### src/core/ivp_params.svh
// Constants for the interrupt vector and priority logic.
// Assumes inclusion by bare name from core design files.
`ifndef IVP_PARAMS_SVH
`define IVP_PARAMS_SVH

// ----------------------------------------------------------------
// Edge selection codes for pin inputs
// ----------------------------------------------------------------
`define IVP_EDGE_NONE 2'h0
`define IVP_EDGE_RISE 2'h1
`define IVP_EDGE_FALL 2'h2
`define IVP_EDGE_BOTH 2'h3

// ----------------------------------------------------------------
// Exception codes and handler addresses
// ----------------------------------------------------------------
`define IVP_RESET_CODE 16'h0000
`define IVP_RESET_ADDR 32'h0000_0000
`define IVP_NMI_PIN_CODE 16'h0010
`define IVP_NMI_PIN_ADDR 32'h0000_0010
`define IVP_NMI_WDA_CODE 16'h0020
`define IVP_NMI_WDA_ADDR 32'h0000_0020
`define IVP_NMI_WDB_CODE 16'h0030
`define IVP_NMI_WDB_ADDR 32'h0000_0030
`define IVP_TRAP_LOW_CODE 16'h0040
`define IVP_TRAP_LOW_ADDR 32'h0000_0040
`define IVP_TRAP_HIGH_CODE 16'h0050
`define IVP_TRAP_HIGH_ADDR 32'h0000_0050
`define IVP_ILLEGAL_CODE 16'h0060
`define IVP_ILLEGAL_ADDR 32'h0000_0060
`define IVP_MASK_BASE_CODE 16'h0080

// ----------------------------------------------------------------
// Maskable slot layout (slot index equals default priority)
// ----------------------------------------------------------------
`define IVP_MASK_SLOTS 22
`define IVP_SLOT_WDA_INTERVAL 0
`define IVP_SLOT_PIN_FIRST 1
`define IVP_PIN_COUNT 7
`define IVP_SLOT_PERIPH_FIRST 8
`define IVP_TRAP_HIGH_BIT 4

`endif

### src/core/ivp_pkg.sv
// Types shared by the interrupt vector and priority logic.
// Assumes no other package.
package ivp_pkg;

  // Class of the source currently presented to the core
  typedef enum logic [2:0] {
    SRC_NONE = 3'b000,
    SRC_RESET = 3'b001,
    SRC_EXCEPT = 3'b010,
    SRC_NMI = 3'b011,
    SRC_MASK = 3'b100
  } src_kind_t;

endpackage

### src/core/pin_edge_detect.sv
// Pin synchroniser and selectable valid-edge detector.
// Assumes an asynchronous pin and the single system clock.
`timescale 1ns/10ps
`include "ivp_params.svh"

module pin_edge_detect
  import ivp_pkg::*;
(
  input wire logic i_sys_clk,
  input wire logic i_resetn,
  input wire logic i_pin,
  input wire logic [1:0] i_edge_sel,
  output logic o_edge
);

  logic sync1_r;
  logic sync2_r;
  logic sync3_r;
  logic level_r;
  logic level_nxt;
  logic rise;
  logic fall;

  // Three-stage synchroniser; the first stage feeds only the second
  always_ff @(posedge i_sys_clk or negedge i_resetn) begin
    if (!i_resetn) begin
      sync1_r <= 1'b0;
      sync2_r <= 1'b0;
      sync3_r <= 1'b0;
      level_r <= 1'b0;
    end else begin
      sync1_r <= i_pin;
      sync2_r <= sync1_r;
      sync3_r <= sync2_r;
      level_r <= level_nxt;
    end
  end

  // Level only moves once two late stages agree, filtering one-cycle glitches
  assign level_nxt = (sync2_r == sync3_r) ? sync3_r : level_r;
  assign rise = level_nxt & ~level_r;
  assign fall = ~level_nxt & level_r;

  // Valid edge per selection; none disables detection
  assign o_edge = ((i_edge_sel == `IVP_EDGE_RISE) & rise) |
                  ((i_edge_sel == `IVP_EDGE_FALL) & fall) |
                  ((i_edge_sel == `IVP_EDGE_BOTH) & (rise | fall));

endmodule // pin_edge_detect

### src/core/interrupt_vector_priority.sv
// Interrupt and exception source logic: latches requests and presents
// one vector (exception code and handler address) to the CPU core.
// Assumes the core pulses i_ack for one cycle to take the presented vector.
//
// Overview of operation
// - Pin or watchdog reset: code 0000H, address 0
// - Pin edge gives non-maskable request, code 0010H
// - Watchdog A non-maskable overflow gives code 0020H
// - Watchdog B non-maskable overflow gives code 0030H
// - Trap vectors 00H-0FH: code 004nH, address 40H
// - Trap vectors 10H-1FH: code 005nH, address 50H
// - Illegal opcode or debug trap: code 0060H
// - Watchdog A interval overflow: priority 0, 0080H
// - Seven pins: priorities 1-7, codes 0090H-00F0H
// - Timer 01 matches: priorities 10, 11
// - Three non-maskable sources: pin, two watchdogs
// - Twenty-five interrupt sources in total
// - Same-level maskables: lowest default number first
// - Non-maskables: watchdog B, watchdog A, pin
// - Non-maskables ignore disable, beat all maskables
`timescale 1ns/10ps
`include "ivp_params.svh"

module interrupt_vector_priority
  import ivp_pkg::*;
(
  input wire logic i_sys_clk,
  input wire logic i_resetn,
  input wire logic i_watchdog_a_reset,
  input wire logic i_watchdog_b_reset,
  input wire logic i_nmi_pin,
  input wire logic [1:0] i_nmi_edge_sel,
  input wire logic i_watchdog_a_overflow,
  input wire logic i_watchdog_a_nmi_mode,
  input wire logic i_watchdog_b_overflow,
  input wire logic i_watchdog_b_nmi_mode,
  input wire logic [6:0] i_ext_pin,
  input wire logic [13:0] i_ext_edge_sel,
  input wire logic [21:8] i_periph_req,
  input wire logic [21:0] i_mask,
  input wire logic i_int_disable,
  input wire logic i_trap_valid,
  input wire logic [4:0] i_trap_vector,
  input wire logic i_illegal_opcode,
  input wire logic i_debug_trap,
  input wire logic i_ack,
  output logic o_req_valid,
  output logic o_req_nonmaskable,
  output logic [15:0] o_exc_code,
  output logic [31:0] o_handler_addr
);

  // ----------------------------------------------------------------
  // Declarations
  // ----------------------------------------------------------------
  logic reset_pend_r;
  logic reset_pend_nxt;
  logic except_pend_r;
  logic except_pend_nxt;
  logic [15:0] except_code_r;
  logic [15:0] except_code_nxt;
  logic [31:0] except_addr_r;
  logic [31:0] except_addr_nxt;
  logic [2:0] nmi_pend_r;
  logic [2:0] nmi_pend_nxt;
  logic [21:0] mask_pend_r;
  logic [21:0] mask_pend_nxt;
  logic [21:0] mask_set;
  logic [21:0] mask_clr;
  logic [21:0] mask_eligible;
  logic [6:0] pin_edge;
  logic nmi_pin_edge;
  logic [2:0] nmi_set;
  logic take;
  logic except_new;
  logic [15:0] trap_code;
  logic [31:0] trap_addr;
  src_kind_t kind_r;
  src_kind_t kind_nxt;
  logic [4:0] mask_idx;
  logic mask_any;
  logic [4:0] slot_r;
  logic [4:0] slot_nxt;
  logic [15:0] mask_code;
  logic [15:0] code_nxt;
  logic [31:0] addr_nxt;
  logic nonmask_nxt;

  // ----------------------------------------------------------------
  // Pin edge detection
  // ----------------------------------------------------------------
  // Non-maskable pin with its own edge choice
  pin_edge_detect u_nmi_edge (
    .i_sys_clk(i_sys_clk),
    .i_resetn(i_resetn),
    .i_pin(i_nmi_pin),
    .i_edge_sel(i_nmi_edge_sel),
    .o_edge(nmi_pin_edge)
  );

  // One detector per external maskable pin
  genvar gi;
  generate
    for (gi = 0; gi < `IVP_PIN_COUNT; gi = gi + 1) begin : g_pin
      pin_edge_detect u_edge (
        .i_sys_clk(i_sys_clk),
        .i_resetn(i_resetn),
        .i_pin(i_ext_pin[gi]),
        .i_edge_sel(i_ext_edge_sel[2*gi+1:2*gi]),
        .o_edge(pin_edge[gi])
      );
    end
  endgenerate

  // ----------------------------------------------------------------
  // Request latching; a new request wins over the clear of its flag
  // ----------------------------------------------------------------
  assign take = i_ack & o_req_valid;

  // Reset pending comes up set; watchdog internal resets set it again
  assign reset_pend_nxt = (i_watchdog_a_reset | i_watchdog_b_reset) |
                          (reset_pend_r & ~(take & (kind_r == SRC_RESET)));

  // Non-maskable sources: bit 0 pin, bit 1 watchdog A, bit 2 watchdog B
  assign nmi_set = {i_watchdog_b_overflow & i_watchdog_b_nmi_mode,
                    i_watchdog_a_overflow & i_watchdog_a_nmi_mode,
                    nmi_pin_edge};
  // Taking the winner discards lower-ranked simultaneous requests
  assign nmi_pend_nxt = nmi_set |
                        (nmi_pend_r & {3{~(take & (kind_r == SRC_NMI))}});

  // Maskable slots: index is default priority (25 sources with the above)
  assign mask_set[`IVP_SLOT_WDA_INTERVAL] =
    i_watchdog_a_overflow & ~i_watchdog_a_nmi_mode;
  assign mask_set[`IVP_SLOT_PERIPH_FIRST-1:`IVP_SLOT_PIN_FIRST] = pin_edge;
  assign mask_set[`IVP_MASK_SLOTS-1:`IVP_SLOT_PERIPH_FIRST] = i_periph_req;
  assign mask_clr = (take && (kind_r == SRC_MASK)) ? (22'h1 << slot_r) : 22'h0;
  assign mask_pend_nxt = mask_set | (mask_pend_r & ~mask_clr);

  // Synchronous exceptions; trap vector upper bit picks the group
  assign trap_code = (i_trap_vector[`IVP_TRAP_HIGH_BIT] ? `IVP_TRAP_HIGH_CODE :
                      `IVP_TRAP_LOW_CODE) | {12'h000, i_trap_vector[3:0]};
  assign trap_addr = i_trap_vector[`IVP_TRAP_HIGH_BIT] ? `IVP_TRAP_HIGH_ADDR :
                     `IVP_TRAP_LOW_ADDR;
  assign except_new = i_trap_valid | i_illegal_opcode | i_debug_trap;
  // Illegal opcode and debug trap outrank a trap in the same cycle
  assign except_code_nxt = (i_illegal_opcode | i_debug_trap) ? `IVP_ILLEGAL_CODE :
                           i_trap_valid ? trap_code : except_code_r;
  assign except_addr_nxt = (i_illegal_opcode | i_debug_trap) ? `IVP_ILLEGAL_ADDR :
                           i_trap_valid ? trap_addr : except_addr_r;
  assign except_pend_nxt = except_new |
                           (except_pend_r & ~(take & (kind_r == SRC_EXCEPT)));

  // ----------------------------------------------------------------
  // Selection from next-state flags so a taken vector never lingers
  // ----------------------------------------------------------------
  // Global disable gates maskables only
  assign mask_eligible = mask_pend_nxt & ~i_mask & {22{~i_int_disable}};

  // Lowest slot number wins among eligible maskables
  always_comb begin
    mask_idx = 5'h00;
    mask_any = 1'b0;
    for (int k = `IVP_MASK_SLOTS - 1; k >= 0; k--) begin
      if (mask_eligible[k]) begin
        mask_idx = k[4:0];
        mask_any = 1'b1;
      end
    end
  end

  // Code steps by 10H per slot; address is the code zero-extended
  assign mask_code = `IVP_MASK_BASE_CODE + {7'h00, mask_idx, 4'h0};

  // Reset, then exceptions, then non-maskables, then maskables
  always_comb begin
    kind_nxt = SRC_NONE;
    slot_nxt = slot_r;
    code_nxt = o_exc_code;
    addr_nxt = o_handler_addr;
    nonmask_nxt = 1'b0;
    if (reset_pend_nxt) begin
      kind_nxt = SRC_RESET;
      code_nxt = `IVP_RESET_CODE;
      addr_nxt = `IVP_RESET_ADDR;
      nonmask_nxt = 1'b1;
    end else if (except_pend_nxt) begin
      kind_nxt = SRC_EXCEPT;
      code_nxt = except_code_nxt;
      addr_nxt = except_addr_nxt;
      nonmask_nxt = 1'b1;
    end else if (nmi_pend_nxt[2]) begin
      kind_nxt = SRC_NMI;
      code_nxt = `IVP_NMI_WDB_CODE;
      addr_nxt = `IVP_NMI_WDB_ADDR;
      nonmask_nxt = 1'b1;
    end else if (nmi_pend_nxt[1]) begin
      kind_nxt = SRC_NMI;
      code_nxt = `IVP_NMI_WDA_CODE;
      addr_nxt = `IVP_NMI_WDA_ADDR;
      nonmask_nxt = 1'b1;
    end else if (nmi_pend_nxt[0]) begin
      kind_nxt = SRC_NMI;
      code_nxt = `IVP_NMI_PIN_CODE;
      addr_nxt = `IVP_NMI_PIN_ADDR;
      nonmask_nxt = 1'b1;
    end else if (mask_any) begin
      kind_nxt = SRC_MASK;
      slot_nxt = mask_idx;
      code_nxt = mask_code;
      addr_nxt = {16'h0000, mask_code};
    end
  end

  // ----------------------------------------------------------------
  // State and output registers
  // ----------------------------------------------------------------
  always_ff @(posedge i_sys_clk or negedge i_resetn) begin
    if (!i_resetn) begin
      reset_pend_r <= 1'b1;
      except_pend_r <= 1'b0;
      except_code_r <= `IVP_RESET_CODE;
      except_addr_r <= `IVP_RESET_ADDR;
      nmi_pend_r <= 3'h0;
      mask_pend_r <= 22'h0;
      kind_r <= SRC_NONE;
      slot_r <= 5'h00;
    end else begin
      reset_pend_r <= reset_pend_nxt;
      except_pend_r <= except_pend_nxt;
      except_code_r <= except_code_nxt;
      except_addr_r <= except_addr_nxt;
      nmi_pend_r <= nmi_pend_nxt;
      mask_pend_r <= mask_pend_nxt;
      kind_r <= kind_nxt;
      slot_r <= slot_nxt;
    end
  end

  // Presented vector is registered so the core sees stable data
  always_ff @(posedge i_sys_clk or negedge i_resetn) begin
    if (!i_resetn) begin
      o_req_nonmaskable <= 1'b0;
      o_exc_code <= `IVP_RESET_CODE;
      o_handler_addr <= `IVP_RESET_ADDR;
    end else begin
      o_req_nonmaskable <= nonmask_nxt;
      o_exc_code <= code_nxt;
      o_handler_addr <= addr_nxt;
    end
  end

  assign o_req_valid = (kind_r != SRC_NONE);

endmodule // interrupt_vector_priority

### config.mk
export PLATFORM = sky130hd
export DESIGN_NAME = interrupt_vector_priority
export DESIGN_NICKNAME = d
export VERILOG_FILES = /design/src/core/ivp_pkg.sv /design/src/core/pin_edge_detect.sv /design/src/core/interrupt_vector_priority.sv
export VERILOG_INCLUDE_DIRS = /design/src /design/src/core
export SDC_FILE = /design/constraint.sdc
export NUM_CORES = 1
export LEC_CHECK = 0
export BUFFER_PORTS_ARGS = -buffer_cell sky130_fd_sc_hd__buf_4
export CELL_PAD_IN_SITES_DETAIL_PLACEMENT = 1
export CELL_PAD_IN_SITES_GLOBAL_PLACEMENT = 2
export CORE_MARGIN = 10
export CORE_UTILIZATION = 39
export CTS_CLUSTER_DIAMETER = 120
export DETAILED_ROUTE_END_ITERATION = 6
export PLACE_DENSITY = 0.82
export SKIP_CTS_REPAIR_TIMING = 1
export SLEW_MARGIN = 20
export SYNTH_ARGS = -nofsm -noshare
export SYNTH_HDL_FRONTEND = slang
export SYNTH_HIERARCHICAL = 1
export SYNTH_SLANG_ARGS = --single-unit
### constraint.sdc
create_clock -name i_sys_clk -period 7.2 [get_ports i_sys_clk]
set_clock_uncertainty 0.15 [all_clocks]
set_input_delay 0.36 -clock i_sys_clk [delete_from_list [all_inputs] [get_ports i_sys_clk]]
set_output_delay 0.36 -clock i_sys_clk [all_outputs]
set_load 0.1 [all_outputs]
==> results.py <==
metrics = {
    "logic_synthesis": {
        "syn-cell-area_um2": 7160,
        "async_flop_share_pct": 100,
        "ys_seq_elements": 164,
        "synth_area_per_cell_um2": 11.4,
        "yosys_most_used_dff": "dfrtp_1",
        "yosysUniqueCellTypes": 61,
        "synth_cells": 627,
        "yosysSeqAreaShare_pct": 57.4,
        "synth_top_area_share_pct": 57.0,
        "synth_edf_count": 0,
        "syn_nets": 722,
        "yosysTopAreaCell": "dfrtp_1",
        "netlist_top_cells_area": "dfrtp_1 (57%), a22o_1 (4.8%), and2_1 (3.7%), a21o_1 (3.5%), ha_1 (3.0%)",
        "yosysWarnings": 6,
    },
    "power": {
        "power_density_nw_per_um2": 225,
        "pwr-share-clk_pct": 44.8,
        "pwr-share-seq_pct": 46.0,
        "swShare_pct": 26.5,
        "total_power_w": 0.00207,
        "p_int_w": 0.00152,
        "p_comb_share_pct": 9.1,
        "peakVddDrop_v": 0.000167,
        "p_sw_w": 0.000547,
        "p_leak_nw": 4.20,
    },
    "setup_path": {
        "critPathCaptureType": "flip-flop",
        "r2r_start": "g_pin[5].u_edge/level_r",
        "critPathRequiredTime_ns": 7.36,
        "start_kind": "flip-flop",
        "r2r_end": "o_exc_code[8]",
        "critPathKind": "flip-flop to flip-flop",
        "rrSetupSlack_ns": 3.17,
        "crit_path_max_fanout": 5,
        "reg2reg_depth": 13,
        "worst_ep_arrival_time_ns": 4.19,
    },
    "min_path": {
        "holdPathEnd": "except_code_r[5]",
        "whs_path_depth": 3,
        "min_path_type": "input port to flip-flop",
        "hold_path_startpoint": "i_debug_trap",
    },
    "route": {
        "drt_iter0_markers": 223,
        "num_vias": 5410,
        "wl_um": 19700,
        "drtAntennaViolNets": 0,
        "drc": 0,
        "routed_via_density": 5.32,
        "firstDrtPassIters": 4,
        "wl_per_cell_um": 19.4,
    },
    "timing": {
        "hold_viol": 0,
        "hold_ws_ns": 0.0924,
        "worst_pin_slew_ns": 0.909,
        "slew_headroom_pct": 39.4,
        "rsz0062_at_grt": "false",
        "slew_viol_final": 0,
        "period_share_pct": 56.0,
        "fin_crit_ns": 4.03,
        "max_freq_mhz": 248,
        "fin_tns_setup_ns": 0,
        "setup_viol": 0,
    },
    "clocking": {
        "clk_path_buf_depth": 2,
        "cts_tree": "done",
        "cts_sinks": 164,
        "cts.clk_slew.worst_paths_ns": 0.07,
        "clock-root-buffer": "clkbuf_16",
        "cts_buffers": 17,
        "h-tree-depth": 4,
        "clk_latency_ns": 0.43,
    },
    "global_route": {
        "first_global_vias": 5924,
        "grt_max_degree": 99,
        "antenna_found_initial": 0,
        "grt-ovfl-total": 0,
        "grt_pass1_wl_um": 32100,
        "grt_use_total_pct": 16.5,
    },
    "place": {
        "hpwl_um": 14200,
        "io_buffers": 127,
        "place_congestion": 0.849,
    },
    "floorplan": {
        "fp.coreArea_um2": 18000,
        "die_x_um": 155,
        "die_y_um": 155,
        "initial_utilization_pct": 39.7,
        "dieArea_um2": 24200,
        "ios": 128,
        "rows": 49,
    },
    "layout": {
        "syn2layout_area_growth_pct": 28.1,
        "final_common_cell": "dfrtp_1",
        "drive_gt1_share_pct": 24.5,
        "layout_common_cells": "dfrtp_1 (163), buf_4 (129), nand2_1 (48), nor2_1 (44), and2_1 (42)",
        "diodes": 0,
        "fin_nets": 870,
    },
    "run_status": {
        "status": "completed",
    },
    "flow_run": {
        "drv_cap": 0,
    },
}
==> routing by layer <==
metal  vias to the layer above  part of all wire, %  track usage [%]  routed length, um
met5                         -                    0                0                  0
met4                         0                 0.92             4.63                182
met3                        14                  6.0             5.49               1190
met2                       114                   49             26.5               9680
met1                      2731                   44             20.7               8670
li1                       2551                    -                -                  -
==> how the worst max path moves through the flow <==
stage | endpoint | slack [ns] | start | depth (start not counted)
after CTS | o_exc_code[5] | 2.61 | g_pin[5].u_edge/level_r | 11
after floorplan | o_exc_code[8] | 3.86 | g_pin[1].u_edge/level_r | 13
after global placement | o_exc_code[5] | 2.68 | i_illegal_opcode | 9
after global routing | o_exc_code[8] | 2.91 | g_pin[5].u_edge/level_r | 13
final | o_exc_code[8] | 3.17 | g_pin[5].u_edge/level_r | 13
after detailed placement | o_exc_code[5] | 2.66 | g_pin[5].u_edge/level_r | 11
==> stage by stage <==
| step | area (um2) | std cells | setup slack, ns | util, % |
|---|---|---|---|---|
| finish | 9170 | 1017 | 3.17 | 50.9 |
| global route | 9170 | 1017 | 2.91 | 50.9 |
| floorplan | 7160 | 627 | 3.86 | - |
| detailed placement | 8310 | 961 | 2.66 | 46.1 |
| CTS | 8920 | 993 | 2.61 | 49.5 |
| global placement | 8310 | 961 | 2.68 | 46.1 |
==> flip-flops by register name (all words and copies together) (netlist names) <==
signal / cells
except_addr_r: 32
except_code_r: 16
except_pend_r: 1
g_pin.u_edge/level_r: 7
g_pin.u_edge/sync1_r: 7
g_pin.u_edge/sync2_r: 7
g_pin.u_edge/sync3_r: 7
kind_r: 3
mask_pend_r: 22
nmi_pend_r: 3
o_exc_code: 16
o_handler_addr: 32
o_req_nonmaskable: 1
reset_pend_r: 1
slot_r: 5
u_nmi_edge/level_r: 1
u_nmi_edge/sync1_r: 1
u_nmi_edge/sync2_r: 1
u_nmi_edge/sync3_r: 1
==> cell families after synthesis <==
group | share of synthesized area (%)
DFF | 57.4
AOI/OAI and AO/OA | 18.4
adders and majority gates | 2.97
and+or+nand+nor | 17.6
muxes | 1.03
buffers and inverters | 2.55
==> area by class of cell <==
class                      instances  area, um2
multi-input combinational        422       2880
inverter                          16       60.1
tap                              229        287
timing repair buffer             154       1230
clock buffer                      17        425
clock inverter                    15        183
sequential                       164       4110
fill                            1949       8850
==> power groups by stage <==
stage	Sequential (W)	Combinational, W	Clock, W
after floorplan	0.000975	0.0000820	0
final	0.000951	0.000189	0.000926
after CTS	0.000951	0.000182	0.000953
after detailed placement	0.000969	0.000181	0
after global placement	0.000967	0.000172	0
after global routing	0.000953	0.000211	0.00100
==> Yosys cell counts, drive strengths merged, types with 3 or more instances <==
cell type    n
a2111oi      3
a211o        3
a211oi       7
a21o        33
a21oi       13
a22o        39
a32o        12
and2        42
buf          9
clkbuf      16
dfrtp      163
ha          17
inv         16
mux2         3
mux2i        4
nand2       48
nand2b       9
nand3b       4
nand4        5
nor2        46
nor2b       11
nor3        20
nor3b        5
o211ai       3
o21a         8
o21ai       17
o21bai       3
o31a         4
o31ai       16
or2         13
or3          6
or3b         3
==> critical path, cell delays in order (launching register included) <==
cell and delay [ns]:
dfrtp_1 0.42, a21o_1 0.20, o21a_1 0.12, ha_1 0.18
or2_0 0.19, a32o_1 0.29, o31ai_1 0.70, nand4_1 0.38
or4_1 0.54, nor2_1 0.16, ha_1 0.25, nand2_1 0.08
a211oi_1 0.07, a21o_1 0.17
Power figures use the tool's default switching activity.
